<file path="src/hw/gals_defs.vh">
// Constants for the general pin alternate-function and lane strap block
// Contract
// - Pin 0 in alternate role feeds the auxiliary SPI data input.
// - Pin 1 in alternate role is driven as auxiliary SPI clock.
// - Pin 2 in alternate role is driven as auxiliary SPI data out.
// - Pin 3 in alternate role is active-low SPI chip select 0.
// - Pin 4 in ALT2 role is active-low SPI chip select 1.
// - Pin 4 as shutter output: high for left eye, low for right.
// - Pins 1 and 2 sampled at boot for lane count; board pulls them.
// - After boot pins 1 and 2 are free; latched count unaffected.
// - After reset every pin defaults to input direction.
// - Each pin: input, output, bidirectional, open-drain or alternate.
`ifndef GALS_DEFS_VH
`define GALS_DEFS_VH

// Per-pin mode codes, three bits each
`define GALS_MODE_W        3
`define GALS_MODE_IN       3'h0
`define GALS_MODE_OUT      3'h1
`define GALS_MODE_BIDIR    3'h2
`define GALS_MODE_ODRAIN   3'h3
`define GALS_MODE_ALT1     3'h4
`define GALS_MODE_ALT2     3'h5
`define GALS_MODE_RESET    3'h0

// Pin positions
`define GALS_PIN_DIN       0
`define GALS_PIN_SCLK      1
`define GALS_PIN_DOUT      2
`define GALS_PIN_CS0       3
`define GALS_PIN_CS1       4
`define GALS_NUM_PINS      6

// Strap bit positions inside the pin vector
`define GALS_STRAP_LO      1
`define GALS_STRAP_HI      2

`endif

</file>
<file path="src/hw/gals_pin_cell.v">
// One general pin cell: direction and drive for a chosen mode
`include "gals_defs.vh"
`default_nettype none

module gals_pin_cell
(
    input  wire [2:0] i_mode,
    input  wire       i_sw_out,
    input  wire       i_alt_val,
    output reg        o_pin_out,
    output reg        o_pin_oe
);

    always @*
    begin
        o_pin_out = 1'b0;
        o_pin_oe  = 1'b0;
        case (i_mode)
            `GALS_MODE_IN:
            begin
                o_pin_out = 1'b0;
                o_pin_oe  = 1'b0;
            end
            `GALS_MODE_OUT,
            `GALS_MODE_BIDIR:
            begin
                o_pin_out = i_sw_out;
                o_pin_oe  = 1'b1;
            end
            `GALS_MODE_ODRAIN:
            begin
                // Only pull low; external pullup makes the high
                o_pin_out = 1'b0;
                o_pin_oe  = ~i_sw_out;
            end
            `GALS_MODE_ALT1,
            `GALS_MODE_ALT2:
            begin
                o_pin_out = i_alt_val;
                o_pin_oe  = 1'b1;
            end
            default:
            begin
                o_pin_out = 1'b0;
                o_pin_oe  = 1'b0;
            end
        endcase
    end

endmodule

`default_nettype wire

</file>
<file path="src/hw/gals_top.v">
// General pin mux with auxiliary SPI roles, shutter output and lane strap
`include "gals_defs.vh"
`default_nettype none

module gals_top
#(
    parameter NPIN = `GALS_NUM_PINS
)
(
    input  wire                        i_clk_sys,
    input  wire                        i_rstn,
    // Per-pin mode, packed three bits per pin
    input  wire [NPIN*`GALS_MODE_W-1:0] i_pin_mode,
    input  wire [NPIN-1:0]             i_sw_out,
    output reg  [NPIN-1:0]             o_sw_in,
    // Auxiliary SPI controller side
    input  wire                        i_aux_serial_clock,
    input  wire                        i_aux_serial_data_out,
    input  wire                        i_aux_xfer_active,
    input  wire                        i_aux_sel,
    output reg                         o_aux_serial_data_in,
    // Shutter: 1 = left eye
    input  wire                        i_shutter_left,
    // Pin side
    input  wire [NPIN-1:0]             i_pin_in,
    output wire [NPIN-1:0]             o_pin_out,
    output wire [NPIN-1:0]             o_pin_oe,
    // Lane strap result
    output reg  [2:0]                  o_lane_count,
    output reg  [1:0]                  o_lane_code,
    output reg                         o_strap_valid
);

    reg  [NPIN-1:0] alt_val;
    reg  [NPIN*`GALS_MODE_W-1:0] mode_eff;
    reg             boot_r;
    wire            sel0_n;
    wire            sel1_n;

    function [2:0] mode_of;
        input [NPIN*`GALS_MODE_W-1:0] vec;
        input integer                 idx;
        begin
            mode_of = vec[idx*`GALS_MODE_W +: `GALS_MODE_W];
        end
    endfunction

    function is_alt;
        input [2:0] m;
        begin
            is_alt = (m == `GALS_MODE_ALT1) || (m == `GALS_MODE_ALT2);
        end
    endfunction

    // Chip selects deasserted unless role chosen and transfer running
    assign sel0_n = ~(is_alt(mode_of(i_pin_mode, `GALS_PIN_CS0))
                      && i_aux_xfer_active && !i_aux_sel);
    assign sel1_n = ~((mode_of(i_pin_mode, `GALS_PIN_CS1)
                       == `GALS_MODE_ALT2)
                      && i_aux_xfer_active && i_aux_sel);

    // Alternate role values; pin 4 ALT1 is shutter, ALT2 is chip select 1
    always @*
    begin
        alt_val = {NPIN{1'b0}};
        alt_val[`GALS_PIN_SCLK] = i_aux_serial_clock;
        alt_val[`GALS_PIN_DOUT] = i_aux_serial_data_out;
        alt_val[`GALS_PIN_CS0]  = sel0_n;
        if (mode_of(i_pin_mode, `GALS_PIN_CS1) == `GALS_MODE_ALT1)
            alt_val[`GALS_PIN_CS1] = i_shutter_left;
        else
            alt_val[`GALS_PIN_CS1] = sel1_n;
    end

    // Pin 0 alternate role is an input; strap pins stay inputs in boot
    always @*
    begin
        mode_eff = i_pin_mode;
        if (is_alt(mode_of(i_pin_mode, `GALS_PIN_DIN)))
            mode_eff[`GALS_PIN_DIN*`GALS_MODE_W +: `GALS_MODE_W] =
                `GALS_MODE_IN;
        if (boot_r)
        begin
            mode_eff[`GALS_STRAP_LO*`GALS_MODE_W +: `GALS_MODE_W] =
                `GALS_MODE_IN;
            mode_eff[`GALS_STRAP_HI*`GALS_MODE_W +: `GALS_MODE_W] =
                `GALS_MODE_IN;
        end
    end

    genvar g;
    generate
        for (g = 0; g < NPIN; g = g + 1)
        begin : g_cell
            gals_pin_cell u_cell
            (
                .i_mode    (boot_r ? `GALS_MODE_RESET :
                            mode_eff[g*`GALS_MODE_W +: `GALS_MODE_W]),
                .i_sw_out  (i_sw_out[g]),
                .i_alt_val (alt_val[g]),
                .o_pin_out (o_pin_out[g]),
                .o_pin_oe  (o_pin_oe[g])
            );
        end
    endgenerate

    // Input sampling for software and SPI data input
    always @(posedge i_clk_sys)
    begin
        if (!i_rstn)
        begin
            o_sw_in              <= {NPIN{1'b0}};
            o_aux_serial_data_in <= 1'b0;
        end
        else
        begin
            o_sw_in              <= i_pin_in;
            o_aux_serial_data_in <= is_alt(mode_of(i_pin_mode,
                                    `GALS_PIN_DIN))
                                    & i_pin_in[`GALS_PIN_DIN];
        end
    end

    // Strap latch: boot_r set during reset, captured on first edge after
    always @(posedge i_clk_sys)
    begin
        if (!i_rstn)
        begin
            boot_r        <= 1'b1;
            o_strap_valid <= 1'b0;
            o_lane_code   <= 2'h0;
            o_lane_count  <= 3'h0;
        end
        else if (boot_r)
        begin
            boot_r        <= 1'b0;
            o_strap_valid <= 1'b1;
            o_lane_code   <= {i_pin_in[`GALS_STRAP_HI],
                              i_pin_in[`GALS_STRAP_LO]};
            o_lane_count  <= {1'b0, i_pin_in[`GALS_STRAP_HI],
                              i_pin_in[`GALS_STRAP_LO]}
                             + 3'h1;
        end
    end

endmodule

`default_nettype wire

</file>
<file path="config.mk">
export PLATFORM = sky130hd
export DESIGN_NAME = gals_top
export DESIGN_NICKNAME = d
export VERILOG_FILES = /design/src/hw/gals_pin_cell.v /design/src/hw/gals_top.v
export VERILOG_INCLUDE_DIRS = /design/src /design/src/hw
export SDC_FILE = /design/constraint.sdc
export NUM_CORES = 1
export LEC_CHECK = 0
export BUFFER_PORTS_ARGS = -buffer_cell sky130_fd_sc_hd__buf_2
export CELL_PAD_IN_SITES_DETAIL_PLACEMENT = 0
export CELL_PAD_IN_SITES_GLOBAL_PLACEMENT = 1
export CORE_MARGIN = 2
export CORE_UTILIZATION = 26
export DETAILED_ROUTE_END_ITERATION = 8
export HOLD_SLACK_MARGIN = 0.03
export PLACE_DENSITY = 0.88
export SETUP_SLACK_MARGIN = 0.1
export SYNTH_ARGS = -nofsm -noshare
export SYNTH_HDL_FRONTEND = slang
export SYNTH_SLANG_ARGS = --single-unit
</file>
<file path="constraint.sdc">
create_clock -name i_clk_sys -period 1.3 [get_ports i_clk_sys]
set_input_delay 0.13 -clock i_clk_sys [delete_from_list [all_inputs] [get_ports i_clk_sys]]
set_output_delay 0.13 -clock i_clk_sys [all_outputs]
set_load 0.05 [all_outputs]
</file>
==> results of run 1 <==
## registers in the layout (all words and copies together) (netlist names)
register and count:
o_sw_in 6, o_lane_count 3, o_lane_code 2, boot_r 1, o_aux_serial_data_in 1, o_strap_valid 1
## worst max path at each step
stage / start / to / slack (ns) / depth (start not counted)
after floorplan: boot_r / o_pin_oe[0] / 0.20 / 5
after global placement: boot_r / o_pin_oe[1] / 0.18 / 3
after detailed placement: boot_r / o_pin_oe[2] / 0.12 / 3
after CTS: boot_r / o_pin_out[1] / -0.0006 / 3
after global routing: boot_r / o_pin_oe[0] / -0.07 / 4
final: boot_r / o_pin_oe[2] / -0.001 / 3
## repair_timing
action,4_1_cts,5_1_grt
buffers inserted,3,0
endpoints found under the setup margin,12,12
endpoints found under the hold margin,0,0
pin swaps,2,1
gates resized for setup,31,11
## final cells by class
| class | count | area [sq um] |
|---|---|---|
| clock buffer | 3 | 22.5 |
| fill | 304 | 1730 |
| inverter | 4 | 15.0 |
| multi-input combinational | 64 | 492 |
| sequential | 14 | 284 |
| tap | 33 | 41.3 |
| timing repair buffer | 66 | 414 |
## power breakdown
group          internal, uW  switching, uW  leakage, uW
Clock                   107            121    0.0000138
Combinational           164            287     0.000494
Sequential              452           12.6     0.000117
Total                   723            421     0.000624
## worst max-delay path: stages (launching register included)
cell      delay (ns)
dfxtp_4         0.38
buf_8           0.16
a211oi_4        0.17
buf_6           0.19
## cell families after synthesis
| logic type | count (synthesis) | share of synthesized area (%) |
|---|---|---|
| AOI/OAI and AO/OA | 17 | 14.1 |
| and+or+nand+nor | 37 | 24.1 |
| DFF | 14 | 34.8 |
| muxes | 4 | 4.97 |
| buffers and inverters | 18 | 15.1 |
| adders and majority gates | 1 | 1.55 |
| xor gates and xnor gates | 5 | 5.43 |
## stage by stage
stage	instance area, sq um	setup WS (ns)	setup TNS (ns)
final	1270	-0.00105	-0.00105
after global routing	1270	-0.0697	-0.223
after CTS	1210	-0.000582	-0.000582
after detailed placement	1060	0.122	0
after global placement	1060	0.180	0
after floorplan	806	0.196	0
## layer usage
layer	GRT usage (%)	share of wire, %	vias up
li1	-	-	427
met5	0	0	-
met2	24.4	56	47
met3	2.16	7.8	0
met1	11.1	36	403
met4	2.86	0	0
## synthesized netlist by cell type, types with 2 or more instances
cell type,n
a211oi_1,4
a21o_1,2
a21oi_1,4
a31oi_1,2
and2_1,6
buf_4,12
dfxtp_1,14
inv_1,4
mux2i_1,4
nand2_1,2
nand3_1,4
nand3b_1,3
nor2_1,12
nor3_1,5
o21ai_0,2
xor2_1,4
==> impl_metrics.py, run 1 <==
metrics = {
    "yosys": {
        "synth-seq-area-share_pct": 34.8,
        "synth_nets": 134,
        "ys_warn_count": 0,
        "synth_area_sq_um": 806,
        "synth_area_leader_cell": "dfxtp_1",
        "synthArstFlopShare_pct": 0,
        "netlist_top_cells_area": "dfxtp_1 35%, buf_4 11%, nor2_1 5.6%",
        "syn_area_per_cell_sq_um": 8.39,
        "synth.distinct_cells": 28,
        "synth-seq-cells": 14,
        "yosysTopAreaCellShare_pct": 34.8,
        "synth_edf_count": 0,
        "dominantRegCellSynth": "dfxtp_1",
        "synth_cells": 96,
    },
    "critical_path": {
        "r2r_start": "boot_r",
        "path_class": "flop to primary output",
        "reg2reg_depth": 5,
        "setup.worst_path.end_class": "primary output",
        "r2r_end": "o_lane_code[0]",
        "crit_fanout": 9,
        "r2r_setup_slack_ns": 0.16,
        "worstPathRequired_ns": 1.17,
        "crit_path_start_kind": "flop",
        "crit_arrival_ns": 1.17,
    },
    "global_routing": {
        "grtUsageTotal_pct": 11.6,
        "first_global_vias": 877,
        "grt_max_degree": 10,
        "grt_pass1_wl_mm": 3.24,
        "overflow": 0,
        "antenna_found_initial": 0,
    },
    "run": {
        "maxCapViolations": 0,
    },
    "clock_tree": {
        "clock-root-buffer": "clkbuf_4",
        "postCtsHoldBufs": 0,
        "htreeDepth": 1,
        "clock_latency_ns": 0.27,
        "cts_buffers": 3,
        "cts_num_sinks": 14,
        "cts_tree": "done",
        "clockBufferDepth": 2,
        "clkSlewWorstSetupHoldPaths_ns": 0.07,
    },
    "finish": {
        "synthToLayoutAreaGrowth_pct": 57.5,
        "drive_above_1_share_pct": 53.6,
        "fin_cells": 184,
        "nNetsFinal": 191,
        "final_cell_mix": "49 x buf_2, 13 x dfxtp_1, 10 x nor2_1, 9 x buf_6, 7 x buf_4",
        "final_common_cell": "buf_2",
        "fin_util_pct": 42.3,
        "diodes": 0,
    },
    "floorplan": {
        "die_w_um": 59.7,
        "start_util_pct": 26.8,
        "core_area_sq_um": 3000,
        "boundaryPins": 62,
        "die_y_um": 59.7,
        "die_area_sq_um": 3560,
        "fp-row-count": 20,
    },
    "sta": {
        "relSlewSlack_pct": 72.5,
        "whs_ns": 0.0628,
        "finClkSkew_ns": 0.000431,
        "finalHoldViolations": 0,
        "setup_viol": 1,
        "period_needed_ns": 1.30,
        "finalWorstSetupSlack_ns": -0.00105,
        "max_freq_mhz": 769,
        "rsz0062_at_grt": "yes",
        "tightest_slew_ns": 0.409,
        "post-route-period-util_pct": 100,
        "slew_violations": 0,
    },
    "route": {
        "vias": 877,
        "drt-initial-drc-count": 46,
        "wl_per_cell_um": 11.6,
        "dr.pass1.iters": 4,
        "via_per_inst": 4.77,
        "final_antenna_net_count": 0,
        "wl_mm": 2.13,
        "drc": 0,
    },
    "placed_design": {
        "gp_congestion": 0.667,
        "hpwlAfterDp_mm": 1.65,
        "io_buffers": 61,
        "dp_cells": 178,
    },
    "power": {
        "powerDensity_nw_per_um2": 901,
        "p_leak_uw": 0.000624,
        "power_uw": 1140,
        "worst_ir_drop_vdd_mv": 0.620,
    },
    "run_status": {
        "violations": "negative setup slack",
        "status": "finished with violations",
    },
    "worst_hold_path": {
        "worst_hold_path.endpoint": "o_sw_in[5]",
        "worstHoldStart": "i_pin_in[5]",
        "hold-path-cell-count": 2,
        "hold_class": "primary input to flop",
    },
}
Note: power is estimated with default switching activity, not from simulation.
==> run 2: changes to the inputs <==
--- a/config.mk
+++ b/config.mk
@@ -10,10 +10,11 @@
 export CELL_PAD_IN_SITES_DETAIL_PLACEMENT = 0
 export CELL_PAD_IN_SITES_GLOBAL_PLACEMENT = 1
 export CORE_MARGIN = 2
-export CORE_UTILIZATION = 26
+export CORE_UTILIZATION = 24
+export CTS_BUF_LIST = sky130_fd_sc_hd__clkbuf_8
 export DETAILED_ROUTE_END_ITERATION = 8
 export HOLD_SLACK_MARGIN = 0.03
-export PLACE_DENSITY = 0.88
+export PLACE_DENSITY = 0.86
 export SETUP_SLACK_MARGIN = 0.1
 export SYNTH_ARGS = -nofsm -noshare
 export SYNTH_HDL_FRONTEND = slang
==> constraint.sdc (replaced) <==
create_clock -name i_clk_sys -period 1.1 [get_ports i_clk_sys]
set_input_delay 0.11 -clock i_clk_sys [delete_from_list [all_inputs] [get_ports i_clk_sys]]
set_output_delay 0.11 -clock i_clk_sys [all_outputs]
set_load 0.05 [all_outputs]
==> run 2 against run 1 <==
Net effect: the run still ends with negative setup slack left; sequential share of layout area is 0.77 points lower; sequential cell count stayed put; design area is 3.6% higher; critical path type unchanged; highest routed layer unchanged; non-clock buffer count stayed put; routed wire length is 5.2% lower; count of clock-buffer cells in the layout is 1 higher; global-route usage is 1.9 points lower; largest power group unchanged; final cell count is 7.6% higher; hold slack better by 0.013 ns; clock power is 120% higher; critical endpoint is now o_pin_oe[0]; utilization is 2.2 points lower.
==> impl_metrics.py, run 2 (same netlist as run 1, synthesis figures left out) <==
metrics = {
    "placed_design": {
        "io_buffers": 61,
        "gp_congestion": 0.673,
        "hpwlAfterDp_mm": 1.63,
        "pre_cts_slack_ns": -0.0160,
    },
    "floorplan": {
        "fp-row-count": 21,
        "die_w_um": 61.9,
        "start_util_pct": 24.5,
        "die_area_sq_um": 3840,
        "core_area_sq_um": 3280,
        "die_y_um": 61.9,
        "boundaryPins": 62,
    },
    "sta": {
        "slew_violations": 0,
        "max_freq_mhz": 760,
        "finalHoldViolations": 0,
        "rsz0062_at_grt": "yes",
        "finClkSkew_ns": 0.00160,
        "setup_viol": 12,
        "tightest_slew_ns": 0.373,
        "post-route-period-util_pct": 120,
        "finalWorstSetupSlack_ns": -0.216,
        "relSlewSlack_pct": 75.0,
        "period_needed_ns": 1.32,
    },
    "run_status": {
        "violations": "negative setup slack",
        "status": "finished with violations",
    },
    "clock_tree": {
        "cts_buffers": 3,
        "clockBufferDepth": 2,
        "clock_latency_ns": 0.24,
        "postCtsHoldBufs": 0,
        "clock-root-buffer": "clkbuf_8",
        "cts_tree": "done",
        "htreeDepth": 1,
        "clkSlewWorstSetupHoldPaths_ns": 0.06,
        "cts_num_sinks": 14,
    },
    "route": {
        "wl_per_cell_um": 10.2,
        "vias": 864,
        "drt-initial-drc-count": 53,
        "via_per_inst": 4.36,
        "wl_mm": 2.02,
        "final_antenna_net_count": 0,
        "drc": 0,
        "dr.pass1.iters": 3,
    },
    "critical_path": {
        "path_class": "flop to primary output",
        "r2r_start": "boot_r",
        "crit_fanout": 3,
        "crit_arrival_ns": 1.21,
        "reg2reg_depth": 4,
        "path_cells": "buf_6 > nor2_4 > o21ai_2 > a31oi_1 > buf_4",
        "setup.worst_path.end_class": "primary output",
        "r2r_setup_slack_ns": 0.15,
        "crit_slowest_cell": "dfxtp_4",
        "path_buf_inv": 2,
        "worstPathRequired_ns": 0.99,
        "crit_family": "flip-flops",
        "crit_path_start_kind": "flop",
        "cpPeakStageDelay_ns": 0.35,
        "r2r_end": "o_lane_count[0]",
    },
    "worst_hold_path": {
        "worstHoldStart": "i_pin_in[5]",
        "hold_class": "primary input to flop",
        "worst_hold_path.endpoint": "o_sw_in[5]",
        "hold-path-cell-count": 2,
    },
    "finish": {
        "drive_above_1_share_pct": 53.3,
        "seq_area_sq_um": 284,
        "diodes": 0,
        "largest_reg_flops": 6,
        "largest_registers": "o_sw_in x6, o_lane_count x3, o_lane_code x2",
        "multi_input_area_sq_um": 484,
        "final_common_cell": "buf_2",
        "synthToLayoutAreaGrowth_pct": 63.0,
        "final_cell_mix": "49 x buf_2, 13 x dfxtp_1, 10 x nor2_1, 10 x buf_6",
        "nNetsFinal": 191,
        "fillCellCount": 338,
        "regMostFlops": "o_sw_in",
    },
    "global_routing": {
        "globalRouteMet1Util_pct": 11.3,
        "antenna_found_initial": 0,
        "gr-usage-met2_pct": 18.0,
        "gr-usage-met3_pct": 1.45,
        "first_global_vias": 752,
        "grt_pass1_wl_mm": 2.86,
        "grt_max_degree": 9,
        "overflow": 0,
        "busiest_layer": "met2",
        "grtUsageTotal_pct": 9.66,
    },
    "run": {
        "maxCapViolations": 0,
    },
    "power": {
        "powerDensity_nw_per_um2": 1200,
        "p_leak_uw": 0.000645,
        "worst_ir_drop_vdd_mv": 0.582,
        "power_uw": 1570,
    },
}
[run 2: per-layer routing]
metal | routed length (um) | vias to the layer above
met4 | 0 | 0
met3 | 211 | 0
met1 | 845 | 388
li1 | - | 430
met2 | 959 | 46
met5 | 0 | -
[run 2: stage by stage]
step	instances	hold slack [ns]	util, %	cell area [sq um]	setup TNS (ns)
detailed placement	193	0.322	34.5	1130	-0.0220
CTS	198	0.0687	38.7	1270	-1.35
global placement	193	0.317	34.5	1130	-0.0200
finish	198	0.0754	40.0	1310	-1.45
floorplan	96	0.203	-	875	0
global route	198	0.0841	40.0	1310	-1.98
[run 2: power by group]
group / switching [uW] / leakage (uW) / total (uW) / internal (uW)
sequential: 11.3 / 0.000117 / 546 / 535
clock: 177 / 0.0000288 / 493 / 316
combinational: 337 / 0.000499 / 531 / 194
total: 525 / 0.000645 / 1570 / 1050
[run 2: final cells by class]
cell class / count / share of cell area [%]
multi-input combinational: 64 / 36.9
timing repair buffer: 66 / 31.8
clock buffer: 4 / 4.19
tap: 46 / 4.38
sequential: 14 / 21.6
inverter: 4 / 1.14
[run 2: worst max-delay path by stage]
stage | startpoint | to | slack [ns] | depth (start not counted)
after floorplan | boot_r | o_pin_out[1] | 0.1 | 4
after global routing | boot_r | o_pin_oe[0] | -0.29 | 5
after global placement | boot_r | o_pin_out[5] | -0.01 | 3
after CTS | boot_r | o_pin_oe[0] | -0.22 | 5
after detailed placement | boot_r | o_pin_out[5] | -0.02 | 3
final | boot_r | o_pin_oe[0] | -0.22 | 5
[run 2: worst reg2reg max path: stages, from the launching register on]
cell     delay [ns]
dfxtp_4        0.35
buf_6          0.13
buf_4          0.14
o21ai_0        0.16
a21oi_1        0.05
[run 2: what timing repair did]
item                                    CTS  global route
pin swaps                                 1             1
buffers inserted                          1             0
endpoints found under the setup margin   12            15
gates resized for setup                  25             8
